**config.mk**
```make
export PLATFORM = sky130hd
export DESIGN_NAME = rpc_port_regs
export DESIGN_NICKNAME = d
export VERILOG_FILES = /design/src/include/rpc_pkg.sv /design/src/logic/rpc_line_tagger.sv /design/src/logic/rpc_port_regs.sv
export SDC_FILE = /design/constraint.sdc
export NUM_CORES = 1
export LEC_CHECK = 0
export BUFFER_PORTS_ARGS = -buffer_cell sky130_fd_sc_hd__buf_4
export CAP_MARGIN = 25
export CORE_ASPECT_RATIO = 0.7
export CORE_MARGIN = 3
export CORE_UTILIZATION = 35
export DETAILED_ROUTE_END_ITERATION = 10
export PLACE_DENSITY = 0.65
export SLEW_MARGIN = 10
export SYNTH_ARGS = -nofsm -noshare
export SYNTH_HDL_FRONTEND = slang
export SYNTH_HIERARCHICAL = 1
export SYNTH_SLANG_ARGS = --single-unit
```
**constraint.sdc**
```tcl
create_clock -name ref_clk -period 1.94 [get_ports ref_clk]
set_input_delay 0 -clock ref_clk [delete_from_list [all_inputs] [get_ports ref_clk]]
set_output_delay 0 -clock ref_clk [all_outputs]
set_load 0.005 [all_outputs]
```
**src/include/rpc_pkg.sv**
```systemverilog
// Constants, offsets, field positions and reset values of the per-port
// control channel status register group.
// Assumes one register clock and an 8-bit local register access port.
package rpc_pkg;
  localparam int unsigned NUM_PORTS = 4;
  // Register offsets
  localparam logic [7:0] OFS_ERR_CTL    = 8'h46;
  localparam logic [7:0] OFS_ERR_STATUS = 8'h47;
  localparam logic [7:0] OFS_RSVD_A     = 8'h48;
  localparam logic [7:0] OFS_RSVD_B     = 8'h49;
  localparam logic [7:0] OFS_LINK_CAP   = 8'h4a;
  localparam logic [7:0] OFS_RAW_EMBED  = 8'h4b;
  localparam logic [7:0] OFS_PORT_SEL   = 8'h4c;
  // Status bit positions
  localparam int unsigned BIT_SEQ_ERR   = 5;
  localparam int unsigned BIT_MST_ERR   = 4;
  localparam int unsigned BIT_MST_TO    = 3;
  localparam int unsigned BIT_SLV_ERR   = 2;
  localparam int unsigned BIT_SLV_TO    = 1;
  localparam int unsigned BIT_RESP_ERR  = 0;
  // Error control and capability bits
  localparam int unsigned BIT_ENH_EN    = 5;
  localparam int unsigned BIT_ENC_CRC   = 4;
  // Port-select fields
  localparam int unsigned SEL_RD_LSB    = 4;
  localparam int unsigned SEL_WR_LSB    = 0;
  // Embedded type control fields
  localparam int unsigned EMB_CNT_LSB   = 6;
  localparam int unsigned EMB_ID_LSB    = 0;
  // Reset values and masks
  localparam logic [7:0] RST_ERR_CTL    = 8'h20;
  localparam logic [7:0] RST_STATUS     = 8'h00;
  localparam logic [7:0] RST_LINK_CAP   = 8'h00;
  localparam logic [7:0] RST_RAW_EMBED  = 8'h12;
  localparam logic [7:0] RST_PORT_SEL   = 8'h00;
  localparam logic [7:0] MASK_LINK_CAP  = 8'h10;
  localparam logic [7:0] MASK_STATUS    = 8'h3f;
  localparam logic [7:0] MASK_ERR_CTL   = 8'h20;
  localparam logic [7:0] RD_ZERO        = 8'h00;
  // Line tagging states
  typedef enum logic [1:0] {TAG_IDLE, TAG_COUNT, TAG_DONE} rpc_tag_state_t;
endpackage

```
**src/logic/rpc_line_tagger.sv**
```systemverilog
// Per-port data type tagger for the first lines of each raw-mode frame.
// Assumes frame_start and line_start pulses on ref_clk from the receiver.
`timescale 1ns/1ps
module rpc_line_tagger (
  input  wire logic        ref_clk,
  input  wire logic        reset,
  input  wire logic        raw_mode,
  input  wire logic [1:0]  embedded_line_count_select,
  input  wire logic [5:0]  embedded_type_value,
  input  wire logic [5:0]  raw_type_id,
  input  wire logic        frame_start,
  input  wire logic        line_start,
  output logic      [5:0]  line_type_id
);
  import rpc_pkg::*;

  rpc_tag_state_t state_ff;
  rpc_tag_state_t nxt_state;
  logic [1:0]     lines_ff;
  logic [1:0]     nxt_lines;
  logic [5:0]     type_ff;
  logic [5:0]     nxt_type;

  // Count long packets from frame start and choose the type per line
  always_comb begin
    nxt_state = state_ff;
    nxt_lines = lines_ff;
    nxt_type  = type_ff;
    case (state_ff)
      TAG_IDLE: begin
        if (frame_start) begin
          nxt_state = TAG_COUNT;
          nxt_lines = 2'h0;
        end else if (line_start) begin
          // Lines before the first frame start are never tagged
          nxt_type = raw_type_id;
        end
      end
      TAG_COUNT: begin
        if (frame_start) begin
          nxt_lines = 2'h0;
        end else if (line_start) begin
          // Tagging only applies to raw input; CSI-2 input passes untouched
          if (raw_mode && (lines_ff < embedded_line_count_select)) begin
            nxt_type  = embedded_type_value;
            nxt_lines = lines_ff + 2'h1;
          end else begin
            nxt_type  = raw_type_id;
            nxt_state = TAG_DONE;
          end
        end
      end
      TAG_DONE: begin
        if (frame_start) begin
          nxt_state = TAG_COUNT;
          nxt_lines = 2'h0;
        end else if (line_start) begin
          nxt_type = raw_type_id;
        end
      end
      default: nxt_state = TAG_IDLE;
    endcase
  end

  always_ff @(posedge ref_clk) begin
    if (reset) begin
      state_ff <= TAG_IDLE;
      lines_ff <= 2'h0;
      type_ff  <= 6'h00;
    end else begin
      state_ff <= nxt_state;
      lines_ff <= nxt_lines;
      type_ff  <= nxt_type;
    end
  end

  assign line_type_id = type_ff;
endmodule

```
**src/logic/rpc_port_regs.sv**
```systemverilog
// Per-receive-port control channel status register group with port paging.
// Assumes a single-cycle local register access port on ref_clk, and event
// pulses from each port's control channel logic on the same clock.
// Function
// - Every register except the port-select register has one copy per port, steered by the port-select register.
// - Sequence flag mirrors port status when enhanced checks off, read-clears when on.
// - Master/slave link error flags latch while awaiting response; read clears.
// - Master/slave timeout flags latch on watchdog expiry; read clears.
// - Response data mismatch sets bit 0, cleared by read, enhanced only.
// - Status flags reset to zero; top two status bits read zero.
// - Capability bit 4 gates encoder CRC error flagging.
// - Embedded line count 0 forwards raw; 1 to 3 tags first lines.
// - Embedded type value replaces raw type id for first lines of frame.
// - Embedded tagging has no effect in CSI-2 input mode.
// - Reserved offsets 0x48 and 0x49 read zero.
// - Enhanced check enable resets to one; zero disables error detection except slave timeout and encoder CRC flagging.
// - Read-port field picks the read page; write bits broadcast writes.
`timescale 1ns/1ps
module rpc_port_regs #(
  parameter int unsigned PORTS = rpc_pkg::NUM_PORTS
) (
  input  wire logic              ref_clk,
  input  wire logic              reset,
  input  wire logic [7:0]        reg_addr,
  input  wire logic              reg_wr,
  input  wire logic              reg_rd,
  input  wire logic [7:0]        reg_wdata,
  output logic      [7:0]        reg_rdata,
  input  wire logic [PORTS-1:0]  seq_error_event,
  input  wire logic [PORTS-1:0]  port_status_seq_error,
  input  wire logic [PORTS-1:0]  master_link_error_event,
  input  wire logic [PORTS-1:0]  slave_link_error_event,
  input  wire logic [PORTS-1:0]  master_timeout_event,
  input  wire logic [PORTS-1:0]  slave_timeout_event,
  input  wire logic [PORTS-1:0]  response_mismatch_event,
  input  wire logic [PORTS-1:0]  encoder_crc_error_event,
  output logic      [PORTS-1:0]  encoder_crc_error_flag,
  output logic      [PORTS-1:0]  enhanced_check_enable,
  input  wire logic [PORTS-1:0]  raw_mode,
  input  wire logic [PORTS*6-1:0] raw_type_id,
  input  wire logic [PORTS-1:0]  frame_start,
  input  wire logic [PORTS-1:0]  line_start,
  output logic      [PORTS*6-1:0] line_type_id
);
  import rpc_pkg::*;

  logic [7:0]       port_page_select_ff;
  logic [7:0]       nxt_port_page_select;
  logic [1:0]       rd_port;
  logic [7:0]       rdata_ff;
  logic [7:0]       nxt_rdata;
  logic [PORTS-1:0] wr_en;
  logic [PORTS-1:0] clr_rd;
  logic [7:0]       ctl_q   [PORTS];
  logic [7:0]       sts_q   [PORTS];
  logic [7:0]       cap_q   [PORTS];
  logic [7:0]       emb_q   [PORTS];

  assign rd_port = port_page_select_ff[SEL_RD_LSB +: 2];

  // Port-select register; held unpaged so every page shares it
  always_comb begin
    nxt_port_page_select = port_page_select_ff;
    if (reg_wr && (reg_addr == OFS_PORT_SEL)) begin
      nxt_port_page_select = {2'h0, reg_wdata[5:0]};
    end
  end

  always_ff @(posedge ref_clk) begin
    if (reset) begin
      port_page_select_ff <= RST_PORT_SEL;
    end else begin
      port_page_select_ff <= nxt_port_page_select;
    end
  end

  genvar p;
  generate
    for (p = 0; p < PORTS; p++) begin : g_port
      logic [7:0] ctl_ff;
      logic [7:0] nxt_ctl;
      logic [5:0] sts_ff;
      logic [5:0] nxt_sts;
      logic [7:0] cap_ff;
      logic [7:0] nxt_cap;
      logic [7:0] emb_ff;
      logic [7:0] nxt_emb;
      logic [5:0] ev;
      logic       enh;
      logic [5:0] sts_view;

      // Writes reach every page whose write bit is set; reads only one page
      assign wr_en[p]  = reg_wr && port_page_select_ff[SEL_WR_LSB + p];
      assign clr_rd[p] = reg_rd && (reg_addr == OFS_ERR_STATUS) && (rd_port == 2'(p));
      assign enh       = ctl_ff[BIT_ENH_EN];

      // Enhanced-only events are gated here; slave timeout always latches
      always_comb begin
        ev = 6'h00;
        ev[BIT_SEQ_ERR]  = enh && seq_error_event[p];
        ev[BIT_MST_ERR]  = enh && master_link_error_event[p];
        ev[BIT_SLV_ERR]  = enh && slave_link_error_event[p];
        ev[BIT_MST_TO]   = enh && master_timeout_event[p];
        ev[BIT_SLV_TO]   = slave_timeout_event[p];
        ev[BIT_RESP_ERR] = enh && response_mismatch_event[p];
      end

      // Register updates; set beats clear so no event is lost
      always_comb begin
        nxt_ctl = ctl_ff;
        nxt_cap = cap_ff;
        nxt_emb = emb_ff;
        nxt_sts = (clr_rd[p] ? 6'h00 : sts_ff) | ev;
        if (wr_en[p]) begin
          case (reg_addr)
            OFS_ERR_CTL:   nxt_ctl = reg_wdata;
            OFS_LINK_CAP:  nxt_cap = reg_wdata & MASK_LINK_CAP;
            OFS_RAW_EMBED: nxt_emb = reg_wdata;
            default:       nxt_ctl = ctl_ff;
          endcase
        end
      end

      always_ff @(posedge ref_clk) begin
        if (reset) begin
          ctl_ff <= RST_ERR_CTL;
          sts_ff <= RST_STATUS[5:0];
          cap_ff <= RST_LINK_CAP;
          emb_ff <= RST_RAW_EMBED;
        end else begin
          ctl_ff <= nxt_ctl;
          sts_ff <= nxt_sts;
          cap_ff <= nxt_cap;
          emb_ff <= nxt_emb;
        end
      end

      // With enhanced checks off the sequence bit is a live mirror
      always_comb begin
        sts_view = sts_ff;
        sts_view[BIT_SEQ_ERR] = enh ? sts_ff[BIT_SEQ_ERR] : port_status_seq_error[p];
      end

      assign ctl_q[p] = ctl_ff;
      assign sts_q[p] = {2'h0, sts_view};
      assign cap_q[p] = cap_ff;
      assign emb_q[p] = emb_ff;
      assign enhanced_check_enable[p]  = enh;
      assign encoder_crc_error_flag[p] = cap_ff[BIT_ENC_CRC] && encoder_crc_error_event[p];

      rpc_line_tagger u_tagger (
        .ref_clk                    (ref_clk),
        .reset                      (reset),
        .raw_mode                   (raw_mode[p]),
        .embedded_line_count_select (emb_ff[EMB_CNT_LSB +: 2]),
        .embedded_type_value        (emb_ff[EMB_ID_LSB +: 6]),
        .raw_type_id                (raw_type_id[p*6 +: 6]),
        .frame_start                (frame_start[p]),
        .line_start                 (line_start[p]),
        .line_type_id               (line_type_id[p*6 +: 6])
      );
    end
  endgenerate

  // Read mux from the page chosen by the read-port field
  always_comb begin
    nxt_rdata = rdata_ff;
    if (reg_rd) begin
      case (reg_addr)
        OFS_ERR_CTL:    nxt_rdata = ctl_q[rd_port];
        OFS_ERR_STATUS: nxt_rdata = sts_q[rd_port] & MASK_STATUS;
        OFS_RSVD_A:     nxt_rdata = RD_ZERO;
        OFS_RSVD_B:     nxt_rdata = RD_ZERO;
        OFS_LINK_CAP:   nxt_rdata = cap_q[rd_port];
        OFS_RAW_EMBED:  nxt_rdata = emb_q[rd_port];
        OFS_PORT_SEL:   nxt_rdata = port_page_select_ff;
        default:        nxt_rdata = RD_ZERO;
      endcase
    end
  end

  always_ff @(posedge ref_clk) begin
    if (reset) begin
      rdata_ff <= RD_ZERO;
    end else begin
      rdata_ff <= nxt_rdata;
    end
  end

  assign reg_rdata = rdata_ff;
endmodule

```
==> results of run 1 <==
registers in the layout, summed over array words and instances, names as in the netlist:
name	cells
g_port.u_tagger/lines_ff	8
g_port.sts_ff	24
reg_rdata	8
port_page_select_ff	6
g_port.u_tagger/line_type_id	24
g_port.emb_ff	32
g_port.ctl_ff	32
g_port.u_tagger/state_ff	8
g_port.cap_ff	4
final timing paths:
path	startpoint	to	slack, ps	cells past startpoint
worst max-delay path	port_page_select_ff[4]	reg_rdata[2]	200	5
worst min-delay path	reset	port_page_select_ff[4]	30	2
worst max register to register	port_page_select_ff[4]	reg_rdata[2]	200	5
worst min register to register	g_port[0].ctl_ff[4]	g_port[0].ctl_ff[4]	470	2
per-layer routing:
metal | share of wire | GRT usage | wire, um | up-vias
met3 | 0.069 | 0.0469 | 1390 | 22
li1 | - | - | - | 2872
met1 | 0.50 | 0.278 | 10000 | 2730
met5 | 0 | 0 | 0 | -
met2 | 0.42 | 0.265 | 8580 | 180
met4 | 0.012 | 0.0497 | 253 | 0
final cells by class:
class                      count  share of cell area
clock buffer                  24              0.0488
clock inverter                 5             0.00860
inverter                      19             0.00754
multi-input combinational    472               0.403
sequential                   146               0.309
tap                          264              0.0349
timing repair buffer         211               0.188
stage by stage:
step	utilization	hold slack, ps
final	0.490	26.9
after global routing	0.490	13.8
after CTS	0.490	6.00
after detailed placement	0.426	214
after global placement	0.426	215
after floorplan	-	78.5
cell usage after synthesis, drive strengths merged (4+ instances only):
library cell,n,share of area
nor2b,6,0.0053
a22o,20,0.025
buf,18,0.019
o21ai,6,0.0043
or3,9,0.0080
nor2,70,0.037
ha,4,0.0071
mux4,20,0.064
a21oi,21,0.017
nand2,28,0.015
and3b,6,0.0075
a211oi,31,0.033
a41oi,4,0.0050
o211ai,5,0.0053
nand3b,8,0.0086
nand2b,44,0.044
a31oi,5,0.0045
mux2i,96,0.14
inv,19,0.010
nand4,8,0.016
nand3,12,0.014
a22oi,9,0.0096
nor4,4,0.0036
clkbuf,22,0.012
o21a,4,0.0043
dfxtp,146,0.42
nor3,4,0.0029
a211o,12,0.015
a21boi,4,0.0043
and3,5,0.0053
and2,6,0.0053
or3b,4,0.0050
worst reg2reg max path, cell delays in order (launching register included):
cell and delay (ps):
dfxtp_1 420, buf_12 210, mux4_2 520, a32o_1 290
nand4b_1 100, o211ai_1 90
report_power, final:
group | switching [W] | internal, W | leakage, nW
Sequential | 0.0000667 | 0.00309 | 1.19
Combinational | 0.000304 | 0.000394 | 2.47
Clock | 0.00122 | 0.00191 | 0.260
logic make-up (layout without fill, tap and decap cells):
logic type / count (synthesis) / count (layout) / synth area share
AND/OR/NAND/NOR: 223 / 223 / 0.195
flip-flops: 146 / 146 / 0.416
AO/OA/AOI/OAI: 129 / 129 / 0.140
multiplexers: 116 / 116 / 0.201
buffers and inverters: 59 / 259 / 0.0412
adder cells (fa/ha/maj): 4 / 4 / 0.00713
==> summary.md, run 1 <==
| Metric | Value |
|---|---|
| Most common cell after layout, fill and taps aside | dfxtp_1 |
| Mapped cell area | 7020 um^2 |
| Crit path cell chain | buf_12, mux4_2, a32o_1, nand4b_1, o211ai_1 |
| First-pass GRT wire length | 32.0 mm |
| Pin count of the biggest net entering global routing | 57 |
| Peak VDD IR | 0.565 mV |
| Vias | 5804 |
| Register bit total from synthesis | 146 |
| Initial core utilization | 0.364 |
| Cells after Synth | 677 |
| Final nets | 959 |
| CP max stage delay | 520 ps |
| P&R area growth vs syn | 34.7% |
| Fillers | 1757 |
| Post-cts gate resize count | 0 |
| Clk slew on worst S/H paths | 50 ps |
| Die Ht | 124 um |
| Post-CTS Hold Fix Bufs | 69 |
| Slew Limit Fails | 0 |
| Post-Layout Cell Count | 1141 |
| WP buf/inv | 1 |
| Post-synth EDFFs | 0 |
| TritonCTS clock tree | yes |
| Static leakage | 3.93 nW |
| Commonest non-fill, non-tap cells in the layout | 146 x dfxtp_1, 140 x buf_4, 96 x mux2i_1 |
| Crit-path slowest cell | mux4_2 |
| DRT iter0 DRCs | 467 |
| Worst path top cell family by delay | multiplexers |
| Count of cell types in the netlist | 54 |
| DRT Pass-1 Iters | 5 |
| YS warnings | 6 |
| DP Worst Slack | 194 ps |
| Site row count | 42 |
| CTS max path bufs | 2 |
| Wire per inst | 17.8 um |
| Clock skew | 5.85 ps |
| Top_reg_cell synth | dfxtp_1 |
| CP Max Fanout | 16 |
| Startpoint type of the worst setup path | flop |
| GP Congestion | 0.877 |
| Die area | 21800 um^2 |
| # clock sinks | 146 |
| GRT Total Usage | 0.186 |
| Placed Area | 8220 um^2 |
| Core area | 19300 um^2 |
| Sequential cell area fraction in the yosys report | 0.416 |
| Postcts setup bufs | 0 |
| Max-cap viol count | 0 |
| Worst-skew pair later-pin latency | 420 ps |
| Setup TNS | 0 ps |
| Synth async-reset ratio | 0 |
| Tot Pwr | 0.00698 W |
| IO Port Bufs | 127 |
| Final WL | 20.3 mm |
| Top Ports | 128 |
| CTS Root Cell | clkbuf_16 |
| Power per cell area | 738 nW/um^2 |
| Final worst path period need | 1740 ps |
| DR vias/cell | 5.09 |
| WP data arrival | 2040 ps |
| CP Capture Type | flop |
| CTS Buf Count | 17 |
| N_diodes | 0 |
| Actual slew at the worst max-slew pin | 594 ps |
| Gr ovfl total | 0 |
| Worst Slack Setup Final | 200 ps |
| Area of the multi-input gates | 3810 um^2 |
| Htree depth | 4 |
| Register area | 2920 um^2 |
| Vias in the first global route | 5756 |
| Peak Freq | 575 MHz |
| Finished Cell Area | 9460 um^2 |
| Final setup viols | 0 |
| Initial antenna violation count | 0 |
| Die Width | 175 um |
| Worst EP required | 2240 ps |
| HPWL after detailed placement | 14.3 mm |
| Worst slew margin | 0.599 |
| Status | completed |
| Syn_nets | 769 |
| Placed cell count | 1043 |
| ANT nets after route | 0 |
| Hold Violations, Final | 0 |
| Fin crit share | 0.897 |
| Crit Path Class | flop to flop |
| Post-route DRC | 0 |
| Layout cell share with drive strength beyond 1 | 0.237 |
| Synthesized area per cell | 10.4 um^2 |
| RSZ-0062 raised after global routing | false |
| HP Class | input pin to flop |
Power figures use the tool's default switching activity.
==> inputs of run 2 (changes only) <==
Settings changed: PLACE_DENSITY 0.65 to 0.66, SYNTH_HIERARCHICAL 1 to not set.
==> run 2 against run 1 <==
Net effect: utilization is 0.10 points higher; register-to-register slack worse by 90 ps; final cell count increased by 4.7%; critical endpoint is now g_port[3].sts_ff[1].
==> summary.md, run 2 <==
| Metric | Value |
|---|---|
| Status | completed |
| Crit path cell chain | buf_4, or4b_1, buf_4, nor4_4, a31oi_2, nand2_1, o21ai_0, dlygate4sd3_1 |
| Syn_nets | 831 |
| IO Port Bufs | 127 |
| WP buf/inv | 3 |
| Largest family of logic cells by synthesized area | simple AND/OR/NAND/NOR gates |
| Count of cell types in the netlist | 54 |
| TritonCTS clock tree | yes |
| Final worst path period need | 1840 ps |
| Top_reg_cell synth | dfxtp_1 |
| YS warnings | 0 |
| Cell internal pwr | 0.00553 W |
| Peak VDD IR | 0.636 mV |
| GP Congestion | 0.845 |
| Post-synth EDFFs | 0 |
| Crit Path Class | input pin to flop |
| Post-synthesis simple-gate area fraction | 0.213 |
| WP data arrival | 2150 ps |
| Final WL | 20.5 mm |
| Mux share of post-synthesis cell area | 0.130 |
| Max-cap viol count | 0 |
| CTS Buf Count | 17 |
| Die area | 21400 um^2 |
| Clock skew | 10.5 ps |
| N_diodes | 0 |
| Startpoint type of the worst setup path | input pin |
| Reg power frac | 0.438 |
| Static leakage | 3.86 nW |
| Post-Layout Cell Count | 1195 |
| ANT nets after route | 0 |
| Initial core utilization | 0.360 |
| Layout cell share with drive strength beyond 1 | 0.246 |
| Die Ht | 123 um |
| Worst path top cell family by delay | simple AND/OR/NAND/NOR gates |
| Initial antenna violation count | 0 |
| HP Class | input pin to flop |
| Crit-path slowest cell | dlygate4sd3_1 |
| Vias in the first global route | 5792 |
| Worst-skew pair later-pin latency | 420 ps |
| Cells after Synth | 739 |
| Sw Share | 0.237 |
| Most common cell on crit path | buf_4 |
| Area share of the largest cell type after synthesis | 0.425 |
| Wire per inst | 17.2 um |
| CTS max path bufs | 2 |
| Net Switching | 0.00172 W |
| Final setup viols | 0 |
| Worst slew margin | 0.578 |
| CP Capture Type | flop |
| Die Width | 173 um |
| DR vias/cell | 5.19 |
| Tot Pwr | 0.00724 W |
| Synth async-reset ratio | 0 |
| Power per cell area | 773 nW/um^2 |
| Peak Freq | 543 MHz |
| Commonest non-fill, non-tap cells in the layout | 146 x dfxtp_1, 146 x buf_4, 106 x nand2_1 |
| Hold Violations, Final | 0 |
| Compound-Gate Fraction of Synth Area | 0.168 |
| CP max stage delay | 560 ps |
| Gr ovfl total | 0 |
| Synth top area cells | dfxtp_1 43%, mux4_2 6.9%, mux2i_1 6.0% |
| CTS Root Cell | clkbuf_16 |
| Site row count | 42 |
| Post-Synth XOR/XNOR Area | 0 |
| Top Registers | g_port.ctl_ff: 32 flops, g_port.emb_ff: 32 flops |
| Core area | 19100 um^2 |
| Fillers | 1742 |
| Most common library cells after synthesis | 146 x dfxtp_1, 106 x nand2_1, 77 x nor2_1 |
| Clock network fraction of design power | 0.465 |
| # clock sinks | 146 |
| Worst EP required | 2250 ps |
| CP Max Fanout | 8 |
| Pin count of the biggest net entering global routing | 118 |
| Post-route DRC | 0 |
| Final nets | 1011 |
| HPWL after detailed placement | 14.4 mm |
| Yosys top cell by area | dfxtp_1 |
| Logic pwr share | 0.097 |
| Clk slew on worst S/H paths | 60 ps |
| Actual slew at the worst max-slew pin | 633 ps |
| Register bit total from synthesis | 146 |
| P&R area growth vs syn | 36.4% |
| Synth Area in Adders | 0.00728 |
| Sequential cell area fraction in the yosys report | 0.425 |
| First-pass GRT wire length | 32.0 mm |
| DRT iter0 DRCs | 508 |
| DRT Pass-1 Iters | 5 |
| Htree depth | 4 |
| Vias | 6204 |
| Top Ports | 128 |
| GRT Total Usage | 0.191 |
| Fin crit share | 0.949 |
| Synthesized area per cell | 9.30 um^2 |
| Mapped cell area | 6870 um^2 |
| Most frequent cell after synthesis | dfxtp_1 |
| Slew Limit Fails | 0 |
| Placed cell count | 1097 |
[run 2: path summary, 6_finish.rpt]
check | slack (ps) | start | to | depth (start not counted)
worst min register to register | 450 | g_port[3].ctl_ff[6] | g_port[3].ctl_ff[6] | 2
worst max register to register | 110 | port_page_select_ff[4] | reg_rdata[4] | 4
worst min-delay path | 20 | reg_wr | port_page_select_ff[3] | 3
worst max-delay path | 100 | reg_addr[5] | g_port[3].sts_ff[1] | 8
[run 2: worst reg2reg max path, delay by kind of cell (launching register included)]
kind / cells / cell delay, ps
AOI/OAI and AO/OA: 2 / 530
buffers and inverters: 1 / 220
muxes: 1 / 530
DFF: 1 / 420
[run 2: power by group through the flow]
| stage | Combinational [W] | Clock [W] | Sequential (W) |
|---|---|---|---|
| CTS | 0.000698 | 0.00339 | 0.00317 |
| global route | 0.000762 | 0.00353 | 0.00318 |
| global placement | 0.000578 | 0 | 0.00323 |
| finish | 0.000702 | 0.00337 | 0.00317 |
| floorplan | 0.000300 | 0 | 0.00321 |
| detailed placement | 0.000585 | 0 | 0.00323 |
[run 2: what timing repair did]
action                                 CTS  global route
endpoints found under the hold margin  136             0
hold buffers                            67             0
resized for setup                        0             2
setup endpoints to repair                0             2
setup buffers                            0             0
[run 2: cells by family (layout without fill, tap and decap cells)]
kind of cell / Yosys count / after routing
fa+ha+maj: 4 / 4
compound gates: 160 / 160
mux: 63 / 63
flops: 146 / 146
buf+inv: 80 / 272
simple gates: 286 / 286
[run 2: final cells by class]
| cell class | count | area, um^2 | area share |
|---|---|---|---|
| well taps | 264 | 330 | 0.0352 |
| flip-flops and latches | 146 | 2920 | 0.312 |
| inverters | 24 | 90.1 | 0.00961 |
| repair buffers | 217 | 1850 | 0.197 |
| clock buffers | 18 | 439 | 0.0469 |
| multi-input cells | 513 | 3580 | 0.382 |
| clock inverters | 13 | 159 | 0.0170 |
[run 2: routing by layer]
| layer | share of wire | GRT usage | up-vias |
|---|---|---|---|
| met1 | 0.51 | 0.287 | 2940 |
| met2 | 0.41 | 0.268 | 215 |
| li1 | - | - | 3021 |
| met4 | 0.017 | 0.0511 | 0 |
| met5 | 0 | 0 | - |
| met3 | 0.064 | 0.0503 | 28 |
[run 2: through the flow]
step	cell area (um^2)	util	TNS (ps)	hold slack, ps	worst slack [ps]
2_1_floorplan	6870	-	0	78.5	66.3
3_3_place_gp	8090	0.424	0	197	79.2
3_5_place_dp	8090	0.424	0	202	76.2
4_1_cts	9360	0.490	0	4.49	71.2
5_1_grt	9370	0.491	-18.4	10.8	-18.4
6_report	9370	0.491	0	17.7	98.4
